### src/inc/csf_pkg.sv
// csf_pkg: constants, register offsets, bit positions and op codes of the status flag block.
// Assumes a single 50 MHz core clock and an 8-bit data path.
package csf_pkg;
  // widths and sizes
  localparam int DATA_W    = 8;
  localparam int ADDR_W    = 8;
  localparam int GPR_DEPTH = 64;
  localparam int GPR_AW    = 6;
  localparam int IRQ_W     = 3;

  // bank-0 offsets
  localparam logic [ADDR_W-1:0] OFS_INDIRECT = 8'h00;
  localparam logic [ADDR_W-1:0] OFS_FLAGS    = 8'h03;
  localparam logic [ADDR_W-1:0] OFS_POINTER  = 8'h04;
  localparam logic [ADDR_W-1:0] GPR_BASE     = 8'h40;
  localparam logic [ADDR_W-1:0] GPR_LAST     = 8'h7F;
  // event registers, above the bank
  localparam logic [ADDR_W-1:0] OFS_IRQ_STAT = 8'h80;
  localparam logic [ADDR_W-1:0] OFS_IRQ_EN   = 8'h81;
  localparam logic [ADDR_W-1:0] OFS_IRQ_CLR  = 8'h82;
  // indirect pointer only reaches the bank
  localparam logic [ADDR_W-1:0] PTR_MASK     = 8'h7F;

  // arith_and_power_flags bit positions
  localparam int BIT_IND_PAGE = 7;
  localparam int BIT_BANK_HI  = 6;
  localparam int BIT_BANK_LO  = 5;
  localparam int BIT_WDT_N    = 4;
  localparam int BIT_SLEEP_N  = 3;
  localparam int BIT_ZERO     = 2;
  localparam int BIT_NIB      = 1;
  localparam int BIT_CARRY    = 0;

  // event bits
  localparam int IRQ_TIMEOUT = 0;
  localparam int IRQ_SLEEP   = 1;
  localparam int IRQ_WDCLR   = 2;

  // reset values
  localparam logic [DATA_W-1:0] FLAGS_POR_RST = 8'h18;
  localparam logic [DATA_W-1:0] PTR_POR_RST   = 8'h00;
  localparam logic [DATA_W-1:0] DATA_RST      = 8'h00;
  localparam logic [IRQ_W-1:0]  IRQ_RST       = 3'h0;

  // execution unit operations
  typedef enum logic [2:0] {
    CSF_OP_NONE,
    CSF_OP_ADD,
    CSF_OP_SUB,
    CSF_OP_ROR,
    CSF_OP_ROL,
    CSF_OP_LOGIC
  } csf_op_t;
endpackage

### src/core/csf_gpr_ram.sv
// csf_gpr_ram: general purpose register file, one write port, one registered read port.
// Assumes the caller resolves addresses to a zero-based index.
`timescale 1ns/1ns
module csf_gpr_ram #(
  parameter int DW    = 8,
  parameter int DEPTH = 64,
  parameter int AW    = 6
) (
  // clock
  input  wire logic          sys_clk,
  input  wire logic          clk_en,
  // write port
  input  wire logic          wr_en,
  input  wire logic [AW-1:0] wr_addr,
  input  wire logic [DW-1:0] wr_data,
  // read port
  input  wire logic          rd_en,
  input  wire logic [AW-1:0] rd_addr,
  output logic      [DW-1:0] rd_data_reg
);
  logic [DW-1:0] mem [DEPTH];

  // no reset on the array: contents are unknown after power-up anyway
  always_ff @(posedge sys_clk) begin
    if (clk_en && wr_en) begin
      mem[wr_addr] <= wr_data;
    end
  end

  always_ff @(posedge sys_clk) begin
    if (clk_en && rd_en) begin
      rd_data_reg <= mem[rd_addr];
    end
  end
endmodule

### src/core/csf_core.sv
// csf_core: arithmetic and power status flags, bank-0 decode, indirect access, event interrupt.
// Assumes the execution unit presents one operation per cycle and the bus master never
// strobes while clk_en is low.
//
// Design decision made here: the plain strobed port.
`timescale 1ns/1ns
module csf_core #(
  parameter int GPR_DEPTH = csf_pkg::GPR_DEPTH
) (
  // clock and reset
  input  wire logic                         sys_clk,
  input  wire logic                         rstn,
  input  wire logic                         clk_en,
  input  wire logic                         por_reset,
  // execution unit
  input  wire logic                         alu_valid,
  input  wire csf_pkg::csf_op_t             alu_op,
  input  wire logic [csf_pkg::DATA_W-1:0]   alu_a,
  input  wire logic [csf_pkg::DATA_W-1:0]   alu_w,
  input  wire logic [csf_pkg::DATA_W-1:0]   alu_logic_result,
  input  wire logic                         alu_dest_file,
  input  wire logic [csf_pkg::ADDR_W-1:0]   alu_dest_addr,
  output logic      [csf_pkg::DATA_W-1:0]   alu_result_reg,
  // watchdog and power events
  input  wire logic                         watchdog_clear_op,
  input  wire logic                         sleep_op,
  input  wire logic                         wdt_timeout,
  // register bus
  input  wire logic [csf_pkg::ADDR_W-1:0]   bus_addr,
  input  wire logic [csf_pkg::DATA_W-1:0]   bus_wdata,
  input  wire logic                         bus_wr,
  input  wire logic                         bus_rd,
  output logic      [csf_pkg::DATA_W-1:0]   bus_rdata,
  // status
  output logic      [csf_pkg::DATA_W-1:0]   arith_and_power_flags,
  output logic                              irq
);
  import csf_pkg::*;

  logic [DATA_W-1:0] flags_reg;
  logic [DATA_W-1:0] flags_next;
  logic [DATA_W-1:0] indirect_pointer_reg;
  logic [DATA_W-1:0] rd_hold_reg;
  logic              rd_gpr_reg;
  logic [IRQ_W-1:0]  irq_stat_reg;
  logic [IRQ_W-1:0]  irq_stat_next;
  logic [IRQ_W-1:0]  irq_en_reg;
  logic [DATA_W-1:0] ram_q;

  // address resolution
  wire logic [ADDR_W-1:0] ptr_addr     = indirect_pointer_reg & PTR_MASK;
  wire logic [ADDR_W-1:0] bus_eff      = (bus_addr == OFS_INDIRECT) ? ptr_addr : bus_addr;
  wire logic [ADDR_W-1:0] alu_eff      = (alu_dest_addr == OFS_INDIRECT) ? ptr_addr
                                         : alu_dest_addr;
  wire logic              bus_hit_flg  = (bus_eff == OFS_FLAGS);
  wire logic              bus_hit_ptr  = (bus_eff == OFS_POINTER);
  wire logic              bus_hit_gpr  = (bus_eff >= GPR_BASE) && (bus_eff <= GPR_LAST);
  wire logic              bus_hit_ist  = (bus_eff == OFS_IRQ_STAT);
  wire logic              bus_hit_ien  = (bus_eff == OFS_IRQ_EN);
  wire logic              bus_hit_icl  = (bus_eff == OFS_IRQ_CLR);
  wire logic              bus_unimpl   = !(bus_hit_flg || bus_hit_ptr || bus_hit_gpr
                                           || bus_hit_ist || bus_hit_ien);
  wire logic              alu_wr       = alu_valid && alu_dest_file;
  wire logic              alu_hit_flg  = alu_wr && (alu_eff == OFS_FLAGS);
  wire logic              alu_hit_ptr  = alu_wr && (alu_eff == OFS_POINTER);
  wire logic              alu_hit_gpr  = alu_wr && (alu_eff >= GPR_BASE)
                                         && (alu_eff <= GPR_LAST);
  wire logic              bus_wr_flg   = bus_wr && bus_hit_flg;
  wire logic              bus_wr_ptr   = bus_wr && bus_hit_ptr;

  // arithmetic: subtraction is an add of the inverted operand plus one
  wire logic              op_add       = alu_valid && (alu_op == CSF_OP_ADD);
  wire logic              op_sub       = alu_valid && (alu_op == CSF_OP_SUB);
  wire logic              op_ror       = alu_valid && (alu_op == CSF_OP_ROR);
  wire logic              op_rol       = alu_valid && (alu_op == CSF_OP_ROL);
  wire logic              op_logic     = alu_valid && (alu_op == CSF_OP_LOGIC);
  wire logic              op_arith     = op_add || op_sub;
  wire logic [DATA_W-1:0] opnd_b       = op_sub ? ~alu_w : alu_w;
  wire logic [4:0]        nib_sum      = {1'b0, alu_a[3:0]} + {1'b0, opnd_b[3:0]}
                                         + {4'h0, op_sub};
  wire logic [8:0]        full_sum     = {1'b0, alu_a} + {1'b0, opnd_b}
                                         + {8'h00, op_sub};
  wire logic              cur_carry    = flags_reg[BIT_CARRY];
  wire logic [DATA_W-1:0] alu_res      = op_arith ? full_sum[7:0]
                                         : op_ror ? {cur_carry, alu_a[7:1]}
                                         : op_rol ? {alu_a[6:0], cur_carry}
                                         : alu_logic_result;
  wire logic              upd_zero     = op_arith || op_logic;
  wire logic              upd_carry    = op_arith || op_ror || op_rol;
  wire logic              new_zero     = (alu_res == DATA_RST);
  // carry out doubles as inverted borrow in subtraction
  wire logic              new_nib      = nib_sum[4];
  wire logic              new_carry    = op_arith ? full_sum[8]
                                         : op_ror ? alu_a[0]
                                         : alu_a[7];

  // register bus write masks
  wire logic [IRQ_W-1:0]  irq_clr_mask = (bus_wr && bus_hit_icl) ? bus_wdata[IRQ_W-1:0]
                                         : IRQ_RST;
  wire logic [IRQ_W-1:0]  irq_events   = {watchdog_clear_op, sleep_op, wdt_timeout};

  // flag register next value; later steps take priority over earlier ones
  always_comb begin
    flags_next = flags_reg;
    // bank bits are plain storage; software is expected to keep them clear
    if (bus_wr_flg) begin
      flags_next[BIT_IND_PAGE:BIT_BANK_LO] = bus_wdata[BIT_IND_PAGE:BIT_BANK_LO];
      flags_next[BIT_ZERO:BIT_CARRY]       = bus_wdata[BIT_ZERO:BIT_CARRY];
    end
    // an op that computes any result flag drops the written value of all three
    if (alu_hit_flg) begin
      flags_next[BIT_IND_PAGE:BIT_BANK_LO] = alu_res[BIT_IND_PAGE:BIT_BANK_LO];
      if (!(upd_zero || upd_carry)) begin
        flags_next[BIT_ZERO:BIT_CARRY] = alu_res[BIT_ZERO:BIT_CARRY];
      end
    end
    // computed flags override any written value
    if (upd_zero) begin
      flags_next[BIT_ZERO] = new_zero;
    end
    if (op_arith) begin
      flags_next[BIT_NIB] = new_nib;
    end
    if (upd_carry) begin
      flags_next[BIT_CARRY] = new_carry;
    end
    // power flags are never writable; time-out wins over a same-cycle clear
    if (sleep_op) begin
      flags_next[BIT_WDT_N]   = 1'b1;
      flags_next[BIT_SLEEP_N] = 1'b0;
    end
    if (watchdog_clear_op) begin
      flags_next[BIT_WDT_N]   = 1'b1;
      flags_next[BIT_SLEEP_N] = 1'b1;
    end
    if (wdt_timeout) begin
      flags_next[BIT_WDT_N] = 1'b0;
    end
  end

  // set wins over clear
  assign irq_stat_next = (irq_stat_reg & ~irq_clr_mask) | irq_events;

  always_ff @(posedge sys_clk) begin
    if (!rstn) begin
      flags_reg[BIT_IND_PAGE:BIT_BANK_LO] <= FLAGS_POR_RST[BIT_IND_PAGE:BIT_BANK_LO];
      if (por_reset) begin
        flags_reg[BIT_WDT_N:BIT_CARRY] <= FLAGS_POR_RST[BIT_WDT_N:BIT_CARRY];
      end
    end else if (clk_en) begin
      flags_reg <= flags_next;
    end
  end

  // pointer keeps its value across non power-on resets
  always_ff @(posedge sys_clk) begin
    if (!rstn) begin
      if (por_reset) begin
        indirect_pointer_reg <= PTR_POR_RST;
      end
    end else if (clk_en) begin
      if (alu_hit_ptr) begin
        indirect_pointer_reg <= alu_res;
      end else if (bus_wr_ptr) begin
        indirect_pointer_reg <= bus_wdata;
      end
    end
  end

  always_ff @(posedge sys_clk) begin
    if (!rstn) begin
      alu_result_reg <= DATA_RST;
    end else if (clk_en && alu_valid) begin
      alu_result_reg <= alu_res;
    end
  end

  always_ff @(posedge sys_clk) begin
    if (!rstn) begin
      irq_stat_reg <= IRQ_RST;
      irq_en_reg   <= IRQ_RST;
    end else if (clk_en) begin
      irq_stat_reg <= irq_stat_next;
      if (bus_wr && bus_hit_ien) begin
        irq_en_reg <= bus_wdata[IRQ_W-1:0];
      end
    end
  end

  // read path: registers captured here, general RAM answers from its own output register
  wire logic [DATA_W-1:0] rd_mux = bus_hit_flg ? flags_reg
                                   : bus_hit_ptr ? indirect_pointer_reg
                                   : bus_hit_ist ? {{(DATA_W-IRQ_W){1'b0}}, irq_stat_reg}
                                   : bus_hit_ien ? {{(DATA_W-IRQ_W){1'b0}}, irq_en_reg}
                                   : DATA_RST;

  always_ff @(posedge sys_clk) begin
    if (!rstn) begin
      rd_hold_reg <= DATA_RST;
      rd_gpr_reg  <= 1'b0;
    end else if (clk_en) begin
      rd_hold_reg <= bus_rd ? rd_mux : DATA_RST;
      rd_gpr_reg  <= bus_rd && bus_hit_gpr;
    end
  end

  assign bus_rdata             = rd_gpr_reg ? ram_q : rd_hold_reg;
  assign arith_and_power_flags = flags_reg;
  assign irq                   = |(irq_stat_reg & irq_en_reg);

  // execution unit write-back beats a colliding bus write to RAM
  wire logic              ram_we    = alu_hit_gpr || (bus_wr && bus_hit_gpr);
  wire logic [GPR_AW-1:0] ram_waddr = alu_hit_gpr ? alu_eff[GPR_AW-1:0] : bus_eff[GPR_AW-1:0];
  wire logic [DATA_W-1:0] ram_wdata = alu_hit_gpr ? alu_res : bus_wdata;

  csf_gpr_ram #(
    .DW    (DATA_W),
    .DEPTH (GPR_DEPTH),
    .AW    (GPR_AW)
  ) u_gpr (
    .sys_clk     (sys_clk),
    .clk_en      (clk_en),
    .wr_en       (ram_we),
    .wr_addr     (ram_waddr),
    .wr_data     (ram_wdata),
    .rd_en       (bus_rd && bus_hit_gpr),
    .rd_addr     (bus_eff[GPR_AW-1:0]),
    .rd_data_reg (ram_q)
  );

  // checking helpers
  logic [DATA_W-1:0] chk_a_reg;
  logic [DATA_W-1:0] chk_w_reg;
  always_ff @(posedge sys_clk) begin
    if (clk_en) begin
      chk_a_reg <= alu_a;
      chk_w_reg <= alu_w;
    end
  end
  wire logic [4:0] chk_nib = {1'b0, chk_a_reg[3:0]} + {1'b0, chk_w_reg[3:0]};
endmodule

### config.mk
export PLATFORM = sky130hd
export DESIGN_NAME = csf_core
export DESIGN_NICKNAME = d
export VERILOG_FILES = /design/src/inc/csf_pkg.sv /design/src/core/csf_gpr_ram.sv /design/src/core/csf_core.sv
export SDC_FILE = /design/constraint.sdc
export NUM_CORES = 1
export LEC_CHECK = 0
export BUFFER_PORTS_ARGS = -buffer_cell sky130_fd_sc_hd__buf_4
export CAP_MARGIN = 20
export CORE_UTILIZATION = 39
export CTS_BUF_LIST = sky130_fd_sc_hd__clkbuf_4 sky130_fd_sc_hd__clkbuf_8
export DETAILED_ROUTE_END_ITERATION = 10
export PLACE_DENSITY = 0.56
export SKIP_CTS_REPAIR_TIMING = 1
export SLEW_MARGIN = 25
export SYNTH_ARGS = -nofsm -noshare
export SYNTH_HDL_FRONTEND = slang
export SYNTH_HIERARCHICAL = 1
export SYNTH_SLANG_ARGS = --single-unit
### constraint.sdc
create_clock -name sys_clk -period 9.6 [get_ports sys_clk]
set_input_delay 0.96 -clock sys_clk [delete_from_list [all_inputs] [get_ports sys_clk]]
set_output_delay 0.96 -clock sys_clk [all_outputs]
set_load 0.01 [all_outputs]
# Word-level counts from Yosys, hierarchy flattened
# Memory sizes are Yosys's and may differ from the RTL's. A register that Yosys moved wholly into a read port is not among the register bits.
# Index checks and enable logic that the tools add are counted.
[totals]
regBits = 39
mem_bits_rw = 512
input_bits = 62
out_inout_bits = 25
wordCells = 116
n_memories = 1
[memory_table]
columns = ["name", "words", "word_bits", "read_ports", "rd_ports_with_merged_regs", "write_ports", "line_no", "rtl"]
rows = [
  ["u_gpr.mem", 64, 8, 1, 1, 1, "csf_gpr_ram.sv:21", "logic [DW-1:0] mem [DEPTH];"],
]
[op_classes]
n_addsub = 4
n_lt_le_gt_ge = 4
eq_ne = 16
muxes = 38
bitwise_logic = 5
n_reduce_logical = 38
[ops]
columns = ["op", "n"]
rows = [
  ["8-bit two-way mux", 16],
  ["8-bit equality test, second input constant", 3],
  ["8-bit logical NOT", 3],
  ["3-bit two-way mux", 8],
  ["1-bit logical AND", 20],
  ["8-bit by 2-bit equality test with 1-bit output, second input constant", 2],
  ["8-bit by 3-bit equality test with 1-bit output, second input constant", 2],
  ["8-bit by 7-bit >= comparator with 1-bit output, second input constant", 2],
  ["8-bit by 7-bit <= comparator with 1-bit output, second input constant", 2],
  ["5-bit two-way mux", 3],
  ["8-bit by 8-bit adder with 9-bit output", 1],
  ["9-bit by 1-bit adder with 9-bit output", 1],
  ["3-bit AND reduction", 3],
  ["1-bit two-way mux", 8],
  ["8-bit NOT", 1],
  ["3-bit AND", 2],
  ["3-bit by 2-bit equality test with 1-bit output, second input constant", 2],
  ["3-bit equality test, second input constant", 2],
  ["1-bit logical OR", 6],
  ["6-bit two-way mux", 1],
  ["3-bit by 1-bit != test with 1-bit output, second input constant", 2],
  ["2-bit AND reduction", 3],
  ["4-bit by 4-bit adder with 5-bit output", 1],
  ["5-bit by 1-bit adder with 5-bit output", 1],
  ["8 further kinds", 10],
]

# Depth between registers and ports, before layout
[depth]
ltp_word = 11
depth_mapped = 12
depth_no_buf = 10

# Modules after synthesis
# Netlist, hierarchy kept.
[by_module_without_submodules]
columns = ["mod", "instances", "cells_each", "area_each_um2", "seq_area_each_um2"]
rows = [
  ["csf_gpr_ram", 1, 901, 20226.9, 15615.0],
  ["csf_core", 1, 392, 3211.8, 910.9],
]

# Least setup slack after synthesis
# No wires, ideal clock.
[synth_path]
path_kind = "input -> register"
start = "input port alu_op[2]"
end = "memory u_gpr.mem[0][6], data pin"
setup_time_ps = 548
t_arrival_ps = 4526
slack_ps = 4526
path_stages = 10
cell_sequence = "nand4bb_1 > buf_2 > xnor2_1 > fa_1 > a21o_1 > a21oi_1 > o21ai_0 > xor2_1 > a21oi_1 > a21oi_1"
[synth_between]
elab_chain_cells = 7
[synth_rtl]
columns = ["element", "line_no", "rtl"]
rows = [
  ["start: declaration", "csf_core.sv:17", "input wire csf_pkg::csf_op_t alu_op,"],
  ["3-bit by 2-bit equality test with 1-bit output", "csf_core.sv:73", "wire logic op_sub = alu_valid && (alu_op == CSF_OP_SUB);"],
  ["1-bit logical AND", "csf_core.sv:73", ""],
  ["8-bit two-way mux", "csf_core.sv:78", "wire logic [DATA_W-1:0] opnd_b = op_sub ? ~alu_w : alu_w;"],
  ["8-bit by 8-bit adder with 9-bit output", "csf_core.sv:81", "wire logic [8:0] full_sum = {1'b0, alu_a} + {1'b0, opnd_b}"],
  ["9-bit by 1-bit adder with 9-bit output", "csf_core.sv:82", "+ {8'h00, op_sub};"],
  ["8-bit two-way mux *", "csf_core.sv:84", "wire logic [DATA_W-1:0] alu_res = op_arith ? full_sum[7:0]"],
  ["8-bit two-way mux *", "csf_core.sv:214", "wire logic [DATA_W-1:0] ram_wdata = alu_hit_gpr ? alu_res : bus_wdata;"],
  ["via ram_wdata[6]", "csf_core.sv:214", ""],
  ["end: declaration", "csf_gpr_ram.sv:21", ""],
]
# Mark *: on every way through the listed nets, which the timed path passes. The rest lies on a longest branch.

# Worst setup path after layout
[layout_path]
start = "input port alu_dest_addr[4] in the netlist's numbering"
end = "memory u_gpr.mem[18][6], enable pin"
[layout_rtl]
columns = ["element", "line_no", "rtl"]
rows = [
  ["start: declaration", "csf_core.sv:22", "input wire logic [csf_pkg::ADDR_W-1:0] alu_dest_addr,"],
  ["8-bit logical NOT", "csf_core.sv:53", "wire logic [ADDR_W-1:0] alu_eff = (alu_dest_addr == OFS_INDIRECT) ? ptr_addr"],
  ["8-bit two-way mux *", "csf_core.sv:53", ""],
  ["8-bit by 7-bit >= comparator with 1-bit output", "csf_core.sv:66", "wire logic alu_hit_gpr = alu_wr && (alu_eff >= GPR_BASE)"],
  ["1-bit logical AND", "csf_core.sv:66", ""],
  ["1-bit logical AND", "csf_core.sv:67", "&& (alu_eff <= GPR_LAST);"],
  ["6-bit two-way mux *", "csf_core.sv:213", "wire logic [GPR_AW-1:0] ram_waddr = alu_hit_gpr ? alu_eff[GPR_AW-1:0] : bus_eff[GPR_AW-1:0];"],
  ["via ram_waddr[1]", "csf_core.sv:213", ""],
]
# Marks and branches as above.

==> out/qor_table.md <==
| Group | Parameter | This run |
|---|---|---|
| status | Run status | complete, but fails checks |
| status | Violations in the final reports | design-rule violations |
| power | Pwr/cell area | 190 mW/mm2 |
| floorplan | Number of rows in the core area | 89 |
| placement | Final weighted congestion in routability-driven placement | 0.917 |
| global route | Vias in the first global route | 13000 |
| global route | Wire length of the first global-routing pass | 86.0 mm |
| synth | Number of instances in the synthesized netlist | 1293 |
| synth | Most area-consuming cells after synthesis | edfxtp_1 68%, mux4_2 12%, mux2i_1 2.3%, dfxtp_1 2.2%, nor2_1 1.9% |
| power | Worst voltage drop across the vdd grid | 0.0000867 V |
| sta | Share of the clock period used by the worst path | 49.0% |
| run | Max-cap violations | 0 |
| synth | Synth Warn # | 6 |
| setup path | Number of cell instances on the worst register-to-register path | 7 |
| sta | Sum of negative setup slack | 0 ns |
| setup path | Termination of the worst setup path | u_gpr/mem[18][6] |
| routing | Routed wire length | 58.6 mm |
| clock network | Clk Latency, worst-skew pair | 0.66 ns |
| global route | Fraction of met3 tracks used by global routing | 4.28% |
| sta | Timing-limited maximum frequency | 0.213 GHz |
| setup path | Capturing point of the worst reg2reg path | u_gpr/rd_data_reg[1] |
| global route | Number of antenna violations at the first check in global routing | 3 |
| clock network | Number of buffers on the longest clock path | 3 |
| global route | GRT met2 Usage | 30.6% |
| global route | Global-route congestion overflow total | 0 |
| global route | Largest net degree at the start of global routing | 116 |
| setup path | Element type at the critical path end | flop |
| sta | Final period demand of the worst path | 4.70 ns |
| sta | Number of setup violations in the final report | 0 |
| setup path | Crit. Startpoint | alu_dest_addr[4] |
| routing | Detail Route Antenna Nets | 0 |
| synth | Area of the mapped netlist | 0.0234 mm2 |
| placement | Post-detail-place hpwl | 36.5 mm |
| floorplan | Horizontal die dimension | 247 um |
| sta | Setup slack after layout | 4.90 ns |
| power | Post-layout total power | 0.00508 W |
| floorplan | Initial standard-cell utilization of the core | 39.6% |
| floorplan | Core outline area | 0.0592 mm2 |
| clock network | Clk slew on worst S/H paths | 0.06 ns |
| synth | Synthesized Nets | 1365 |
| synth | Share of the synthesized area in the top cell type | 68.3% |
| sta | Hold violation count in the final report | 0 |
| synth | Main flop type after synthesis | edfxtp_1 |
| layout | Synth-to-layout area growth | 13.8% |
| setup path | Critical path required time | 9.86 ns |
| routing | Post-route DRC violation count | 28 |
| clock network | CTS Root Cell | clkbuf_8 |
| floorplan | Boundary Pins | 87 |
| power | LEAKAGE | 8.64 nW |
| setup path | Reg-to-reg setup timing slack | 5.51 ns |
| setup path | Setup Crit Path Kind | in -> reg |
| layout | Number of cells in the finished layout apart from fillers | 2269 |
| clock network | Number of levels in the clock H-tree | 3 |
| sta | Layout Skew | 0.0291 ns |
| synth | Library cell occupying the most area in the post-synthesis netlist | edfxtp_1 |
| global route | Global-route usage over all layers | 19.5% |
| setup path | Crit start category | input port |
| placement | Input/output buffers | 86 |
| setup path | Critical path data arrival time | 4.96 ns |
| synth | Distinct cell type count after synthesis | 71 |
| global route | Met1 usage in global routing | 26.8% |
| synth | Part of the Yosys area used for sequential elements | 70.5% |
| setup path | Worst reg2reg path startpoint | indirect_pointer_reg[0] |
| synth | Async set-reset flop share out of synthesis | 0% |
| layout | Share of post-route cells with drive strength above 1 | 27.8% |
| routing | Number of DRC violations after detailed-routing iteration 0 | 1071 |
| synth | Yosys reg bits | 559 |
| placement | # placed instances | 2104 |
| clock network | Total clock sinks | 559 |
| floorplan | Area enclosed by the die boundary | 0.0611 mm2 |
| min path | Path class of the lowest-slack min-delay path | reg -> reg |
| placement | Worst Setup Slack post-DPL | 4.06 ns |
| global route | Most crowded layer after global routing | met2 |
| synth | Mean area per synthesized cell | 18.1 um2 |
| routing | Post-detailed-route via-to-cell ratio | 5.63 |
| sta | Number of pins exceeding their max-slew limit in the final report | 0 |
| routing | First-pass DRT Iterations | 8 |
| routing | Routed wire per std cell | 25.8 um |
| clock network | CTS buffer count | 91 |
| sta | Transition time at the pin with the least slew margin | 1.06 ns |
| layout | Reg with most FFs | u_gpr/mem |
| layout | Share of the core filled with cells | 45.0% |
| sta | Setup repair after global routing missed its margin | false |
| layout | Flip-flop count of the largest register after layout | 512 |
| routing | Vias after detailed routing | 12800 |
| sta | Normalized max-slew margin | 28.8% |
| layout | Final net count | 1496 |
| clock network | Clock tree from TritonCTS | done |
| floorplan | Vertical die dimension | 247 um |
| synth | Number of enable-type register cells in the synthesized netlist | 533 |
| setup path | Worst-path maximum fanout | 22 |
[routing by layer]
layer / part of all wire, % / up-vias
li1: - / 5548
met1: 43 / 6702
met2: 48 / 432
met3: 6.5 / 85
met4: 2.3 / 2
met5: 0.022 / -
[synth_stat cells, types with 3 or more instances]
| cell type | number |
|---|---|
| a211oi_1 | 11 |
| inv_1 | 14 |
| mux4_1 | 9 |
| a21oi_1 | 46 |
| a31oi_1 | 4 |
| nand3_1 | 20 |
| and3_1 | 4 |
| nor3b_1 | 3 |
| o221ai_1 | 6 |
| buf_6 | 3 |
| nor2_1 | 121 |
| o21ai_0 | 31 |
| o211ai_1 | 7 |
| mux4_2 | 130 |
| or3_1 | 3 |
| nor4_1 | 6 |
| o22ai_1 | 6 |
| mux2_2 | 12 |
| a221oi_1 | 4 |
| buf_4 | 17 |
| and2_1 | 11 |
| a22oi_1 | 13 |
| a41oi_1 | 5 |
| dfxtp_1 | 26 |
| nand2b_1 | 4 |
| nor2b_1 | 9 |
| mux2i_1 | 53 |
| edfxtp_1 | 533 |
| clkbuf_1 | 24 |
| a21o_1 | 6 |
| xnor2_1 | 11 |
| buf_12 | 3 |
| buf_2 | 18 |
| o21a_1 | 5 |
| nand3b_1 | 5 |
| nand4_1 | 3 |
| ha_1 | 9 |
| nand2_1 | 51 |
| or2_2 | 3 |
| xor2_1 | 4 |
[where the power goes]
part	switching, W	internal (W)
Combinational	0.000224	0.000138
Sequential	0.0000115	0.00270
Clock	0.000922	0.00109
Total	0.00116	0.00392
[area by class of cell]
| class | count | area (um2) |
|---|---|---|
| antenna | 2 | 5.00 |
| clock buffer | 120 | 1480 |
| clock inverter | 43 | 275 |
| fill | 5179 | 32600 |
| inverter | 15 | 70.1 |
| multi-input combinational | 652 | 6560 |
| sequential | 559 | 16500 |
| tap | 773 | 967 |
| timing repair buffer | 105 | 801 |
[metrics by stage]
step | hold slack [ns] | area [um2]
2_1_floorplan | 0.421 | 23400
3_3_place_gp | 0.452 | 24900
3_5_place_dp | 0.451 | 24900
4_1_cts | 0.466 | 26700
5_1_grt | 0.495 | 26700
6_report | 0.459 | 26700
[how the worst min path moves through the flow]
stage,slack (ns),cells past startpoint,start,end
6_report,0.46,2,rd_hold_reg[1],rd_hold_reg[1]
3_5_place_dp,0.45,2,rd_hold_reg[1],rd_hold_reg[1]
3_3_place_gp,0.45,2,rd_hold_reg[3],rd_hold_reg[3]
2_1_floorplan,0.42,2,rd_hold_reg[0],rd_hold_reg[0]
4_1_cts,0.47,2,rd_hold_reg[1],rd_hold_reg[1]
5_1_grt,0.49,2,rd_hold_reg[7],rd_hold_reg[7]
[cell families (layout without fill, tap and decap cells)]
logic type      Yosys count  after routing  share of synthesized area (%)
compound gates          163            163                           4.54
xor+xnor                 15             15                          0.560
fa+ha+maj                10             10                          0.566
buf+inv                  82            283                           1.99
flops                   559            559                           70.5
mux                     205            205                           16.4
other cells               0              2                              0
simple gates            259            259                           5.44
[critical path, stage by stage]
cell and delay (ns):
buf_4 0.13, nor2_1 0.18, or4b_4 0.52, nor4_4 0.23
a21oi_1 0.16, nor3_4 0.29, buf_4 0.38, nor2_1 0.07
a21oi_1 0.30, nor2b_1 0.25, nand2_1 0.47, nor2_1 0.99
[cells in the final DEF, fill, tap and decap left out, drive strengths merged, types with 4 or more instances in the layout]
cell,synthesis,final
edfxtp,533,533
mux4,139,139
nor2,121,121
clkbuf,24,120
buf,43,105
mux2i,53,53
nand2,52,52
a21oi,46,46
clkinv,0,37
o21ai,33,33
dfxtp,26,26
nand3,20,20
inv,15,15
a22oi,13,13
mux2,13,13
and2,11,11
xnor2,11,11
a211oi,11,11
nor2b,9,9
ha,9,9
o211ai,8,8
nor4,8,8
a21o,6,6
o221ai,6,6
o22ai,6,6
a41oi,6,6
o21a,5,5
nand3b,5,5
xor2,4,4
a31oi,4,4
and3,4,4
nand2b,4,4
a221oi,4,4
Power figures use the tool's default switching activity.
